## config.mk

```make
export PLATFORM = sky130hd
export DESIGN_NAME = bch_handoff
export DESIGN_NICKNAME = d
export VERILOG_FILES = /design/src/rtl/bch_pkg.sv /design/src/rtl/bch_handoff.sv
export VERILOG_INCLUDE_DIRS = /design/src /design/src/rtl
export SDC_FILE = /design/constraint.sdc
export NUM_CORES = 1
export LEC_CHECK = 0
export BUFFER_PORTS_ARGS = -buffer_cell sky130_fd_sc_hd__buf_2
export CORE_UTILIZATION = 56
export DETAILED_ROUTE_END_ITERATION = 16
export PLACE_DENSITY = 0.88
export SLEW_MARGIN = 20
export SYNTH_ARGS = -nofsm -noshare
export SYNTH_HDL_FRONTEND = slang
export SYNTH_SLANG_ARGS = --single-unit
```

## constraint.sdc

```tcl
create_clock -name REF_CLK -period 3.18 [get_ports REF_CLK]
set_input_delay 0.636 -clock REF_CLK [delete_from_list [all_inputs] [get_ports REF_CLK]]
set_output_delay 0.636 -clock REF_CLK [all_outputs]
set_load 0.01 [all_outputs]
```

## src/rtl/bch_cfg.svh

```systemverilog
`ifndef BCH_CFG_SVH
`define BCH_CFG_SVH
// Register byte offsets
`define BCH_OFS_CTRL      8'h00
`define BCH_OFS_JOB       8'h04
`define BCH_OFS_ESR       8'h08
`define BCH_OFS_ESE       8'h0C
`define BCH_OFS_STAT      8'h10
// Control register fields
`define BCH_CTRL_MODE_BIT 0
`define BCH_CTRL_CTL_LSB  8
`define BCH_CTRL_OWN_LSB  16
// Job register fields
`define BCH_JOB_KIND_LSB  0
`define BCH_JOB_PTS_LSB   8
// Event status bit that asks for active control
`define BCH_ESR_RAC_BIT   1
// Status byte bit that summarises enabled events
`define BCH_STB_ESB_BIT   5
// Reset values
`define BCH_RST_CTL_ADDR  5'h15
`define BCH_RST_OWN_ADDR  5'h10
`define BCH_RST_ESE       8'h00
// Bus command bytes
`define BCH_CMD_TCT       8'h09
`define BCH_CMD_TAG_BASE  8'h40
`define BCH_CMD_UNT       8'h5F
// Job kinds
`define BCH_JOB_PLOT      2'h0
`define BCH_JOB_PRINT     2'h1
`define BCH_JOB_PMETER    2'h2
`define BCH_JOB_DISC      2'h3
`endif

```

## src/rtl/bch_pkg.sv

```systemverilog
package bch_pkg;
  // Handoff sequencer states
  typedef enum logic [2:0] {
    ST_IDLE     = 3'b000,  // Not in charge, nothing pending
    ST_WAIT_CTL = 3'b001,  // Control requested, waiting for grant
    ST_ACTIVE   = 3'b010,  // In charge, peripheral job running
    ST_RET_TALK = 3'b011,  // Returning: address controller as talker
    ST_RET_TCT  = 3'b100,  // Returning: take-control command
    ST_HELD     = 3'b101   // Control kept (talker/listener mode)
  } bch_state_type;
endpackage : bch_pkg

```

## src/rtl/bch_handoff.sv

```systemverilog
`timescale 1ns/1ps
`include "bch_cfg.svh"
// ----------------------------------------------------------------
// ----------------------------------------------------------------
module bch_handoff (
  // Clock and reset
  input  wire logic        REF_CLK,
  input  wire logic        ARST_N,
  // AHB-Lite slave
  input  wire logic        HSEL,
  input  wire logic [7:0]  HADDR,
  input  wire logic [1:0]  HTRANS,
  input  wire logic        HWRITE,
  input  wire logic [2:0]  HSIZE,
  input  wire logic [31:0] HWDATA,
  input  wire logic        HREADY,
  output logic      [31:0] HRDATA,
  output logic             HREADYOUT,
  output logic             HRESP,
  // Bus commands heard while not in charge
  input  wire logic        BUS_CMD_VLD,
  input  wire logic [7:0]  BUS_CMD,
  // Bus commands sent while in charge
  output logic             CIC_CMD_VLD,
  output logic      [7:0]  CIC_CMD,
  input  wire logic        CIC_CMD_RDY,
  output logic             CIC_ACTIVE,
  // Reserved system-controller lines
  output logic             IFC_OE,
  output logic             REN_OE,
  // Peripheral job engine
  output logic             PERIPH_GO,
  output logic      [1:0]  PERIPH_JOB,
  input  wire logic        PERIPH_DONE,
  // Front panel and status byte
  input  wire logic        FP_REQ,
  input  wire logic [1:0]  FP_JOB,
  output logic             STB_ESB
);

  // ----------------------------------------------------------------
  // State
  // ----------------------------------------------------------------
  bch_pkg::bch_state_type state_q, state_d;   // Handoff sequencer
  logic        mode_q,     mode_d;            // 1 = handoff mode
  logic [4:0]  ctl_addr_q, ctl_addr_d;        // Controller bus address
  logic [4:0]  own_addr_q, own_addr_d;        // Our bus address
  logic [7:0]  ese_q,      ese_d;             // Event enable mask
  logic        rac_q,      rac_d;             // Request-control event
  logic        talker_q,   talker_d;          // Addressed as talker
  logic [1:0]  job_q,      job_d;             // Pending job kind
  logic [7:0]  pts_q,      pts_d;             // Control requests left
  logic        go_q,       go_d;              // Job start pulse
  logic        cvld_q,     cvld_d;            // Outgoing command valid
  logic [7:0]  cmd_q,      cmd_d;             // Outgoing command byte
  logic        wr_q,       wr_d;              // Write data phase pending
  logic [7:0]  wa_q,       wa_d;              // Write address
  logic [31:0] rd_q,       rd_d;              // Read data

  // ----------------------------------------------------------------
  // Decode helpers
  // ----------------------------------------------------------------
  logic       acc;        // Address phase accepted
  logic       grant;      // Take-control addressed to us
  logic       job_wr;     // Software job request
  logic       new_job;    // Any job request this cycle
  logic [1:0] new_kind;   // Its kind
  logic       in_charge;  // We hold active control

  assign acc       = HSEL && HREADY && HTRANS[1];
  assign job_wr    = wr_q && (wa_q == `BCH_OFS_JOB);
  assign new_job   = job_wr || FP_REQ;
  assign new_kind  = job_wr ? HWDATA[`BCH_JOB_KIND_LSB +: 2] : FP_JOB;
  assign grant     = BUS_CMD_VLD && (BUS_CMD == `BCH_CMD_TCT) && talker_q;
  assign in_charge = (state_q == bch_pkg::ST_ACTIVE) || (state_q == bch_pkg::ST_RET_TALK)
                  || (state_q == bch_pkg::ST_RET_TCT) || (state_q == bch_pkg::ST_HELD);

  // ----------------------------------------------------------------
  // Next-state logic
  // ----------------------------------------------------------------
  always_comb begin
    state_d    = state_q;
    mode_d     = mode_q;
    ctl_addr_d = ctl_addr_q;
    own_addr_d = own_addr_q;
    ese_d      = ese_q;
    rac_d      = rac_q;
    talker_d   = talker_q;
    job_d      = job_q;
    pts_d      = pts_q;
    go_d       = 1'b0;
    cvld_d     = cvld_q;
    cmd_d      = cmd_q;
    wr_d       = acc && HWRITE;
    wa_d       = acc ? HADDR : wa_q;
    rd_d       = rd_q;
    // Register writes land in the data phase
    if (wr_q) begin
      if (wa_q == `BCH_OFS_CTRL) begin
        mode_d     = HWDATA[`BCH_CTRL_MODE_BIT];
        ctl_addr_d = HWDATA[`BCH_CTRL_CTL_LSB +: 5];
        own_addr_d = HWDATA[`BCH_CTRL_OWN_LSB +: 5];
      end else if (wa_q == `BCH_OFS_ESE) begin
        ese_d = HWDATA[7:0];
      end else if (wa_q == `BCH_OFS_ESR) begin
        // Write one to clear; a set in the same cycle wins below
        if (HWDATA[`BCH_ESR_RAC_BIT]) begin
          rac_d = 1'b0;
        end
      end
    end
    // Track talker addressing from commands we hear
    if (BUS_CMD_VLD) begin
      if (BUS_CMD == (`BCH_CMD_TAG_BASE | {3'b000, own_addr_q})) begin
        talker_d = 1'b1;
      end else if ((BUS_CMD[7:5] == 3'b010) || (BUS_CMD == `BCH_CMD_UNT)) begin
        talker_d = 1'b0;
      end
    end
    // Handoff sequencer
    case (state_q)
      bch_pkg::ST_IDLE: begin
        if (grant && !mode_q) begin
          state_d = bch_pkg::ST_HELD;
        end else if (grant) begin
          state_d  = bch_pkg::ST_RET_TALK;
          cvld_d   = 1'b1;
          cmd_d    = `BCH_CMD_TAG_BASE | {3'b000, ctl_addr_q};
          talker_d = 1'b0;
        end else if (new_job && mode_q) begin
          state_d = bch_pkg::ST_WAIT_CTL;
          rac_d   = 1'b1;
          job_d   = new_kind;
          pts_d   = 8'h01;
          if (job_wr && (new_kind == `BCH_JOB_PMETER)
              && (HWDATA[`BCH_JOB_PTS_LSB +: 8] != 8'h00)) begin
            pts_d = HWDATA[`BCH_JOB_PTS_LSB +: 8];
          end
        end
      end
      bch_pkg::ST_WAIT_CTL: begin
        rac_d = 1'b1;
        if (grant) begin
          state_d  = bch_pkg::ST_ACTIVE;
          go_d     = 1'b1;
          rac_d    = 1'b0;
          talker_d = 1'b0;
        end
      end
      bch_pkg::ST_ACTIVE: begin
        // The job engine addresses and talks to peripherals itself
        if (PERIPH_DONE) begin
          state_d = bch_pkg::ST_RET_TALK;
          cvld_d  = 1'b1;
          cmd_d   = `BCH_CMD_TAG_BASE | {3'b000, ctl_addr_q};
          pts_d   = pts_q - 8'h01;
        end
      end
      bch_pkg::ST_RET_TALK: begin
        if (CIC_CMD_RDY) begin
          state_d = bch_pkg::ST_RET_TCT;
          cmd_d   = `BCH_CMD_TCT;
        end
      end
      bch_pkg::ST_RET_TCT: begin
        if (CIC_CMD_RDY) begin
          cvld_d  = 1'b0;
          state_d = (pts_q != 8'h00) ? bch_pkg::ST_WAIT_CTL : bch_pkg::ST_IDLE;
          rac_d   = (pts_q != 8'h00);
        end
      end
      bch_pkg::ST_HELD: begin
        // Kept until handoff mode is selected again
        if (mode_q) begin
          state_d = bch_pkg::ST_IDLE;
        end
      end
      default: begin
        state_d = bch_pkg::ST_IDLE;
      end
    endcase
    // Read data captured in the address phase; CTRL, ESR and ESE from next values so that a
    // write whose data phase ends at this edge is already seen (STAT from current values)
    if (acc && !HWRITE) begin
      if (HADDR == `BCH_OFS_CTRL) begin
        rd_d = {11'h000, own_addr_d, 3'h0, ctl_addr_d, 7'h00, mode_d};
      end else if (HADDR == `BCH_OFS_ESR) begin
        rd_d = {30'h0000_0000, rac_d, 1'b0};
      end else if (HADDR == `BCH_OFS_ESE) begin
        rd_d = {24'h00_0000, ese_d};
      end else if (HADDR == `BCH_OFS_STAT) begin
        rd_d = {16'h0000, pts_q, 1'b0, talker_q, job_q, in_charge, state_q};
      end else begin
        rd_d = 32'h0000_0000;
      end
    end
  end

  // ----------------------------------------------------------------
  // Registers
  // ----------------------------------------------------------------
  always_ff @(posedge REF_CLK or negedge ARST_N) begin
    if (!ARST_N) begin
      state_q    <= bch_pkg::ST_IDLE;
      mode_q     <= 1'b0;
      ctl_addr_q <= `BCH_RST_CTL_ADDR;
      own_addr_q <= `BCH_RST_OWN_ADDR;
      ese_q      <= `BCH_RST_ESE;
      rac_q      <= 1'b0;
      talker_q   <= 1'b0;
      job_q      <= 2'h0;
      pts_q      <= 8'h00;
      go_q       <= 1'b0;
      cvld_q     <= 1'b0;
      cmd_q      <= 8'h00;
      wr_q       <= 1'b0;
      wa_q       <= 8'h00;
      rd_q       <= 32'h0000_0000;
    end else begin
      state_q    <= state_d;
      mode_q     <= mode_d;
      ctl_addr_q <= ctl_addr_d;
      own_addr_q <= own_addr_d;
      ese_q      <= ese_d;
      rac_q      <= rac_d;
      talker_q   <= talker_d;
      job_q      <= job_d;
      pts_q      <= pts_d;
      go_q       <= go_d;
      cvld_q     <= cvld_d;
      cmd_q      <= cmd_d;
      wr_q       <= wr_d;
      wa_q       <= wa_d;
      rd_q       <= rd_d;
    end
  end

  // ----------------------------------------------------------------
  // Outputs
  // ----------------------------------------------------------------
  assign HRDATA      = rd_q;
  assign HREADYOUT   = 1'b1;     // Zero wait states
  assign HRESP       = 1'b0;
  assign CIC_CMD_VLD = cvld_q;
  assign CIC_CMD     = cmd_q;
  assign CIC_ACTIVE  = in_charge;
  assign IFC_OE      = 1'b0;
  assign REN_OE      = 1'b0;
  assign PERIPH_GO   = go_q;
  assign PERIPH_JOB  = job_q;
  assign STB_ESB     = |({6'h00, rac_q, 1'b0} & ese_q);

  // ----------------------------------------------------------------
  // Checks
  // ----------------------------------------------------------------
  property p_req_set;
    @(posedge REF_CLK) disable iff (!ARST_N)
    (state_q == bch_pkg::ST_IDLE && mode_q && new_job && !grant) |=> rac_q;
  endproperty
  a_req_set: assert property (p_req_set) else $error("request bit not set");

  property p_fp_req;
    @(posedge REF_CLK) disable iff (!ARST_N)
    (state_q == bch_pkg::ST_IDLE && mode_q && FP_REQ && !grant)
      |=> (state_q == bch_pkg::ST_WAIT_CTL) && (job_q == $past(FP_JOB) || $past(job_wr));
  endproperty
  a_fp_req: assert property (p_fp_req) else $error("front panel request lost");

  property p_grant;
    @(posedge REF_CLK) disable iff (!ARST_N)
    (state_q == bch_pkg::ST_WAIT_CTL && grant) |=> PERIPH_GO && CIC_ACTIVE && !rac_q;
  endproperty
  a_grant: assert property (p_grant) else $error("grant not taken");

  property p_return;
    @(posedge REF_CLK) disable iff (!ARST_N)
    (state_q == bch_pkg::ST_ACTIVE && PERIPH_DONE)
      |=> CIC_CMD_VLD && (CIC_CMD == (`BCH_CMD_TAG_BASE | {3'b000, ctl_addr_q}));
  endproperty
  a_return: assert property (p_return) else $error("control not returned");

  property p_early;
    @(posedge REF_CLK) disable iff (!ARST_N)
    (state_q == bch_pkg::ST_IDLE && mode_q && grant) |=> !PERIPH_GO && CIC_CMD_VLD;
  endproperty
  a_early: assert property (p_early) else $error("early grant not bounced");

  property p_tct;
    @(posedge REF_CLK) disable iff (!ARST_N)
    (state_q == bch_pkg::ST_RET_TALK && CIC_CMD_RDY) |=> CIC_CMD == `BCH_CMD_TCT;
  endproperty
  a_tct: assert property (p_tct) else $error("take-control not sent");

  property p_sweep;
    @(posedge REF_CLK) disable iff (!ARST_N)
    (state_q == bch_pkg::ST_RET_TCT && CIC_CMD_RDY && pts_q != 8'h00) |=> rac_q;
  endproperty
  a_sweep: assert property (p_sweep) else $error("next point not requested");

  property p_held;
    @(posedge REF_CLK) disable iff (!ARST_N)
    (state_q == bch_pkg::ST_IDLE && !mode_q && grant) |=> CIC_ACTIVE && !CIC_CMD_VLD;
  endproperty
  a_held: assert property (p_held) else $error("control returned in talker mode");

  property p_lines;
    @(posedge REF_CLK) disable iff (!ARST_N)
    CIC_ACTIVE |-> !IFC_OE && !REN_OE;
  endproperty
  a_lines: assert property (p_lines) else $error("reserved line driven");

endmodule : bch_handoff

```

==> Yosys cells after proc, flatten, opt, wreduce, memory -nomap -nowiden <==
Index checks and enable logic that the tools add are counted.
{ "totals": {"input_bits": 64, "register_bits": 85} }
{ "classes": {"n_eq_ne": 26, "n_mux": 59, "n_reduce_logical": 32, "bitwise_logic": 3, "n_addsub": 1} }
{ "op_table": {"columns": ["operator", "count"], "rows": [
  ["$mux W8", 12],
  ["$mux W16", 3],
  ["$eq A8 B4 Y1 const B", 5],
  ["$mux W1", 24],
  ["$mux W3", 8],
  ["$pmux W8 S3", 1],
  ["$mux W21", 1],
  ["$mux W5", 4],
  ["$ne A2 B2 Y1 const B", 9],
  ["$pmux W3 S6", 1],
  ["$logic_not A8 Y1", 2],
  ["$pmux W8 S2", 1],
  ["$reduce_bool A8 Y1", 2],
  ["$reduce_and A5 Y1", 3],
  ["$logic_and A1 B1 Y1", 11],
  ["$eq A3 B2 Y1 const B", 3],
  ["$and A2 B8 Y8", 1],
  ["$eq A8 B3 Y1 const B", 1],
  ["$eq A8 B5 Y1 const B", 1],
  ["$eq A8 B7 Y1", 1],
  ["$eq A8 B7 Y1 const B", 1],
  ["$reduce_or A8 Y1", 1],
  ["$sub A8 B1 Y8 const B", 1],
  ["$eq A3 B3 Y1 const B", 2],
  ["other kinds (14)", 22]
]} }

==> Depth between registers and ports, before layout <==
Gate-level depths: netlist of the first run.
{ "depth": {"ltp_word": 11, "depth_mapped": 7} }

==> Worst setup path after synthesis of the first run <==
No wires, ideal clock.
{ "synth_timing": {"path_type": "input port to flip-flop", "startpoint": "input port BUS_CMD[5]", "endpoint": "register cmd_q[0] (netlist: CIC_CMD[0])", "t_arrival_ns": 2.019, "path_buffers": 0, "cell_stages": 5, "path_slack_ns": 1.036, "setup_ns": 0.125, "required_time_ns": 3.055, "cell_sequence": "nor3b_1 nand3_1 o31a_1 nor2_1 mux2_2"} }
{ "synth_via": {"elab_chain_cells": 6, "word_cells_on_any_way": 7, "classes_between": "eq/ne: 3; reduce/logical: 4"} }
{ "synth_lines": {"columns": ["item", "line_no", "source"], "rows": [
  ["start: declaration", "bch_handoff.sv:22", "input wire logic [7:0] BUS_CMD,"],
  ["$eq A8 B4 Y1 (no source line) *", null, null],
  ["$logic_and A1 B1 Y1 * (2 in a row)", "bch_handoff.sv:74", "assign grant = BUS_CMD_VLD && (BUS_CMD == `BCH_CMD_TCT) && talker_q;"],
  ["$logic_and A1 B1 Y1", "bch_handoff.sv:123", "if (grant && !mode_q) begin"],
  ["$ne A2 B2 Y1 (no source line)", null, null],
  ["$reduce_and A5 Y1 (no source line) *", null, null],
  ["end signal: assignment", "bch_handoff.sv:231", "cmd_q <= cmd_d;"],
  ["end: declaration", "bch_handoff.sv:55", "logic [7:0] cmd_q, cmd_d;"]
]} }
Mark *: on every way between the ends. The rest lies on a longest branch, timed or not.
A chain may end at the register's enable or synchronous reset.

==> Worst setup path in the final report of the first run <==
{ "layout_timing": {"startpoint": "register wa_q[1]", "endpoint": "register pts_q[3]"} }
{ "layout_via": {"elab_chain_cells": 11, "word_cells_on_any_way": 15, "classes_between": "eq/ne: 3; mux: 6; reduce/logical: 6"} }
{ "layout_lines": {"columns": ["item", "line_no", "source"], "rows": [
  ["start: declaration", "bch_handoff.sv:57", "logic [7:0] wa_q, wa_d;"],
  ["start signal: assignment", "bch_handoff.sv:233", "wa_q <= wa_d;"],
  ["$eq A8 B3 Y1 (no source line) *", null, null],
  ["$logic_and A1 B1 Y1 *", "bch_handoff.sv:71", "assign job_wr = wr_q && (wa_q == `BCH_OFS_JOB);"],
  ["$mux W2", "bch_handoff.sv:73", "assign new_kind = job_wr ? HWDATA[`BCH_JOB_KIND_LSB +: 2] : FP_JOB;"],
  ["$eq A2 B2 Y1 (no source line)", null, null],
  ["$logic_and A1 B1 Y1 (2 in a row)", "bch_handoff.sv:135", "if (job_wr && (new_kind == `BCH_JOB_PMETER)"],
  ["$mux W8", "bch_handoff.sv:135", null],
  ["$mux W8", "bch_handoff.sv:130", "end else if (new_job && mode_q) begin"],
  ["$mux W8", "bch_handoff.sv:125", "end else if (grant) begin"],
  ["$mux W8", "bch_handoff.sv:123", null],
  ["$pmux W8 S2", "bch_handoff.sv:121", "case (state_q)"],
  ["end signal: assignment", "bch_handoff.sv:228", "pts_q <= pts_d;"],
  ["end: declaration", "bch_handoff.sv:52", "logic [7:0] pts_q, pts_d;"]
]} }
Mark *: on every way between the ends. The rest lies on a longest branch, timed or not. The select of a mux whose other input is x is not followed.

==> flow_summary.json, run 1 <==
{
  "outcome": "complete, no violations",
  "dr_total_vias": 3115,
  "reg2reg_slack_ns": 0.87,
  "post_cts_buffers": 0,
  "grt_overflow": 0,
  "synth_commonest_cells": "68 x dfrtp_1, 38 x nand2_1, 24 x mux2_2, 23 x o21ai_0, 21 x nor2_1",
  "synth.area.top_cells": "dfrtp_1 46%, mux2_2 7.2%, nand2_1 3.8%",
  "critPathKind": "register to register",
  "antenna_left": 0,
  "final_cells": 533,
  "worstPathMaxFanout": 7,
  "clkTransAtPathRegs_ns": 0.08,
  "startpoint_type": "register",
  "synth_edf_count": 0,
  "power_mw": 2.58,
  "cp_cell_sequence": "nor4_4 -> nand3_1 -> nor3_1 -> a21oi_1 -> o21ai_0",
  "die_y_um": 83.7,
  "drc": 0,
  "slowest_delay_ns": 0.74,
  "finalHoldViolCount": 0,
  "grt_use_total_pct": 27.1,
  "fill_cells": 503,
  "tightest_slew_ns": 0.890,
  "die_w_um": 83.7,
  "slew_headroom_pct": 40.7,
  "finalSetupViolCount": 0,
  "stdcell_area_um2": 4340,
  "drive_gt1_share_pct": 30.7,
  "preCtsSetupSlack_ns": 0.717,
  "fin_tns_setup_ns": 0,
  "portBuffers": 81,
  "dr.pass1.iters": 5,
  "postCtsHoldBufs": 0,
  "synthArstFlopShare_pct": 100,
  "rsz0062_at_grt": "false",
  "antenna_found_initial": 0,
  "cap_viol_max_count": 0,
  "power.density_nw_per_um2": 594,
  "cpMaxStageDelayCell": "nor3_1",
  "diodes": 0,
  "hold_class": "register to register",
  "yosysWarnings": 0,
  "dp_cells": 517,
  "grt_max_degree": 73,
  "place_area_um2": 4160,
  "syn_to_final_growth_pct": 16.1,
  "finalMaxSlewViolations": 0,
  "synth_area_leader_cell": "dfrtp_1",
  "pin_count": 114,
  "critPathCaptureType": "register",
  "fmax_ghz": 0.432,
  "grt_pass1_vias": 3074,
  "cts_resized": 0,
  "synth_area_um2": 3730,
  "numCtsBuffers": 9,
  "dr.first_iter.drc_count": 252,
  "synth_top_area_share_pct": 45.6,
  "worstHoldStart": "HRDATA[4]",
  "setup_ws_ns": 0.867,
  "synthesis.instances": 370,
  "synth_seq_cells": 72,
  "yosysUniqueCellTypes": 56,
  "ir_worst_vdd_mv": 0.337,
  "initial_core_util_pct": 58.5,
  "die_area_um2": 7000,
  "cts_num_sinks": 72,
  "fin_crit_sh_pct": 72.7,
  "worstPathRequired_ns": 3.45,
  "cp.arrival_ns": 2.58,
  "p_leak_nw": 2.11,
  "syn_area_per_cell_um2": 10.1,
  "wirelength_um": 8970,
  "utilization_pct": 67.9,
  "cts-root-buf": "clkbuf_8",
  "gp_congestion": 0.928,
  "cts_tree": "done",
  "wl_per_cell_um": 16.8,
  "synth_ff_type": "dfrtp_1",
  "timing.hold.ws_ns": 0.482,
  "fp.coreArea_um2": 6390,
  "synth.most_common_cell": "dfrtp_1",
  "h-tree-depth": 3,
  "startpoint": "wa_q[1]",
  "hpwl_um": 6410,
  "clk_latency_ns": 0.34,
  "r2r_start": "wa_q[1]",
  "rows": 29,
  "skew_ns": 0.0106,
  "cts_buffer_depth": 2,
  "grt_pass1_wl_um": 15000,
  "fin_nets": 517,
  "min_period_ns": 2.31,
  "yosysSeqAreaShare_pct": 48.4,
  "avgViaCountPerCell": 5.84
}
-- power breakdown --
group          internal [mW]  total, mW  switching, mW
logic                  0.309      0.688          0.378
clock network          0.305      0.649          0.344
registers               1.04       1.24          0.200
-- cell type report --
class                      count  area, µm²  share of cell area [%]
tap                           77       96.3                    2.22
timing repair buffer          88        458                    10.6
inverter                      12       45.0                    1.04
multi-input combinational    268       1760                    40.5
clock buffer                  11        141                    3.26
sequential                    72       1810                    41.7
clock inverter                 5       32.5                   0.750
-- critical path, delay by kind of cell (launching register included) --
family          cells  cell delay (ns)
compound gates      2             0.39
simple gates        3             1.42
flops               1             0.42
-- registers in the layout, summed over array words and instances (netlist names) --
name / cells
PERIPH_JOB: 2
own_addr_q: 5
CIC_CMD: 6
ese_q: 8
pts_q: 8
HRDATA: 21
mode_q: 1
talker_q: 1
rac_q: 1
state_q: 3
CIC_CMD_VLD: 1
PERIPH_GO: 1
wr_q: 1
wa_q: 8
ctl_addr_q: 5
-- placed cells by master (no fill, tap or decap), types with 6 or more instances in the layout --
cell and count:
buf_2 81, dfrtp_1 68, nand2_1 38, mux2_2 24
o21ai_0 23, nor2_1 21, conb_1 17, a21oi_1 16
inv_1 12, mux2i_1 12, nor3_1 11, nand3_1 11
clkbuf_8 10, a22oi_1 7, buf_4 7, nand2b_1 6
-- cells by family (layout without fill, tap and decap cells) --
family | after synthesis | count (layout) | share of synthesized area [%]
AO/OA/AOI/OAI | 81 | 81 | 14.4
adder cells (fa/ha/maj) | 2 | 2 | 0.670
XOR/XNOR | 6 | 6 | 1.41
AND/OR/NAND/NOR | 126 | 126 | 18.2
other | 2 | 17 | 0.201
flip-flops | 72 | 72 | 48.4
multiplexers | 36 | 36 | 10.5
buffers and inverters | 45 | 116 | 6.30
-- metal layers --
| metal | wire (µm) | share of wire, % | track usage [%] |
|---|---|---|---|
| met1 | 4020 | 45 | 39.0 |
| met2 | 4290 | 48 | 42.4 |
| met3 | 510 | 5.7 | 4.75 |
| met4 | 148 | 1.7 | 8.17 |
| met5 | 0 | 0 | 0 |
-- worst paths after layout --
check                              to  cells past startpoint
max                          pts_q[3]                      5
min                         HRDATA[4]                      2
max reg2reg                  pts_q[3]                      5
min reg2reg                 HRDATA[4]                      2
max in group asynchronous  CIC_CMD[4]                      2
min in group asynchronous     wa_q[5]                      2
Power figures use the tool's default switching activity.
==> inputs of run 2 (changes only) <==
--- a/config.mk
+++ b/config.mk
@@ -7,9 +7,9 @@
 export NUM_CORES = 1
 export LEC_CHECK = 0
 export BUFFER_PORTS_ARGS = -buffer_cell sky130_fd_sc_hd__buf_2
-export CORE_UTILIZATION = 56
+export CORE_UTILIZATION = 52
 export DETAILED_ROUTE_END_ITERATION = 16
-export PLACE_DENSITY = 0.88
+export PLACE_DENSITY = 0.83
 export SLEW_MARGIN = 20
 export SYNTH_ARGS = -nofsm -noshare
 export SYNTH_HDL_FRONTEND = slang
==> constraint.sdc (replaced) <==
create_clock -name REF_CLK -period 2.3 [get_ports REF_CLK]
set_input_delay 0.46 -clock REF_CLK [delete_from_list [all_inputs] [get_ports REF_CLK]]
set_output_delay 0.46 -clock REF_CLK [all_outputs]
set_load 0.01 [all_outputs]
==> run 2 against run 1 <==
Flip-flop and latch count did not move. Sequential power rose by 31%. Cell area increased by 4.3%. Critical path type unchanged. Largest cell class unchanged. Critical endpoint is now HRDATA[8]. Global-route usage is 0.65 points lower. Total power is 50% higher.
==> flow_summary.json, run 2 (same netlist as run 1, synthesis figures left out) <==
{
  "grt_pass1_vias": 3055,
  "slew_headroom_pct": 59.7,
  "finalSetupViolCount": 0,
  "finalHoldViolCount": 0,
  "reg2reg_slack_ns": 0.13,
  "critPathCaptureType": "register",
  "r2r_start": "wa_q[1]",
  "die_area_um2": 7530,
  "dr_total_vias": 3196,
  "hpwl_um": 6680,
  "stdcell_area_um2": 4520,
  "clkTransAtPathRegs_ns": 0.08,
  "fill_cells": 551,
  "antenna_found_initial": 0,
  "cp_cell_sequence": "nor4_4 -> nand2_1 -> nor3_2 -> buf_4 -> mux2_2 -> a221o_1",
  "fin_nets": 530,
  "h-tree-depth": 3,
  "fmax_ghz": 0.461,
  "drive_gt1_share_pct": 32.8,
  "timing.rr.end": "HRDATA[8]",
  "power.density_nw_per_um2": 856,
  "worstPathRequired_ns": 2.53,
  "dr.first_iter.drc_count": 220,
  "timing.hold.ws_ns": 0.118,
  "pin_count": 114,
  "grt_overflow": 0,
  "fin_crit_sh_pct": 94.2,
  "cts_tree": "done",
  "cts-root-buf": "clkbuf_8",
  "grt_use_total_pct": 26.5,
  "place_area_um2": 4300,
  "dp_cells": 549,
  "gp_congestion": 0.893,
  "cts_num_sinks": 72,
  "portBuffers": 81,
  "grt_pass1_wl_um": 15100,
  "slowest_delay_ns": 0.42,
  "cap_viol_max_count": 0,
  "worstPathMaxFanout": 11,
  "initial_core_util_pct": 54.4,
  "avgViaCountPerCell": 5.66,
  "skew_ns": 0.0177,
  "layout_commonest_cell": "buf_2",
  "drc": 0,
  "largest_reg_flops": 21,
  "post_cts_buffers": 0,
  "postCtsHoldBufs": 0,
  "final_cells": 565,
  "multi_input_area_um2": 1760,
  "die_w_um": 86.8,
  "outcome": "complete, no violations",
  "fp.coreArea_um2": 6870,
  "rsz0062_at_grt": "false",
  "p_leak_nw": 2.19,
  "diodes": 0,
  "tightest_slew_ns": 0.605,
  "hold_class": "input pin to async pin",
  "critPathKind": "register to register",
  "worst-path-buf-inv": 1,
  "grt_max_degree": 73,
  "numCtsBuffers": 9,
  "cts_resized": 0,
  "seq_area_um2": 1810,
  "rows": 30,
  "wirelength_um": 9380,
  "startpoint_type": "register",
  "min_period_ns": 2.17,
  "die_y_um": 86.8,
  "ir_worst_vdd_mv": 0.414,
  "cts_buffer_depth": 2,
  "final_cell_mix": "81 x buf_2, 68 x dfrtp_1, 38 x nand2_1",
  "critPathTopFamily": "simple AND/OR/NAND/NOR gates",
  "clk_latency_ns": 0.36,
  "dr.pass1.iters": 5,
  "reg2regPathDepth": 6,
  "antenna_left": 0,
  "fin_tns_setup_ns": 0,
  "finalMaxSlewViolations": 0,
  "utilization_pct": 65.8,
  "cpMaxStageDelayCell": "dfrtp_1",
  "syn_to_final_growth_pct": 21.0,
  "wl_per_cell_um": 16.6,
  "cp.arrival_ns": 2.40
}
run 2: worst reg2reg max path, delay by kind of cell (launching register included):
kind / cells / cell delay, ns
AO/OA/AOI/OAI: 1 / 0.32
AND/OR/NAND/NOR: 3 / 0.67
flip-flops: 1 / 0.42
multiplexers: 1 / 0.38
buffers and inverters: 1 / 0.27
run 2: per-stage QoR:
stage	total power, mW	setup WS (ns)
3_5_place_dp	2.72	0.123
3_3_place_gp	2.70	0.147
2_1_floorplan	2.36	0.262
5_1_grt	4.06	0.0374
4_1_cts	3.85	0.144
6_report	3.87	0.133
run 2: area by class of cell:
cell class / instances / area share [%]
clock buffer: 10 / 2.82
clock inverter: 6 / 2.05
tap: 96 / 2.66
inverter: 12 / 0.996
multi-input combinational: 268 / 38.9
sequential: 72 / 40.0
timing repair buffer: 101 / 12.6
run 2: worst max path at each step:
stage | slack, ns | depth (start not counted) | start | endpoint
after floorplan | 0.26 | 6 | wa_q[1] | HRDATA[11]
after global placement | 0.15 | 6 | BUS_CMD[5] | CIC_CMD[3]
after global routing | 0.04 | 5 | wa_q[1] | HRDATA[1]
after detailed placement | 0.12 | 6 | BUS_CMD[5] | CIC_CMD[3]
final | 0.13 | 6 | wa_q[1] | HRDATA[8]
after CTS | 0.14 | 6 | wa_q[1] | HRDATA[8]
run 2: power breakdown:
group | internal (mW) | total, mW | switching, mW
clock | 0.619 | 1.13 | 0.512
combinational | 0.481 | 1.12 | 0.641
sequential | 1.44 | 1.62 | 0.178
total | 2.54 | 3.87 | 1.33
run 2: layer usage:
metal / global-route usage [%] / vias up / wire, µm
met3: 4.86 / 25 / 475
li1: - / 1485 / -
met2: 42.2 / 142 / 4460
met1: 35.6 / 1544 / 4210
met4: 11.7 / 0 / 234
met5: 0 / - / 0
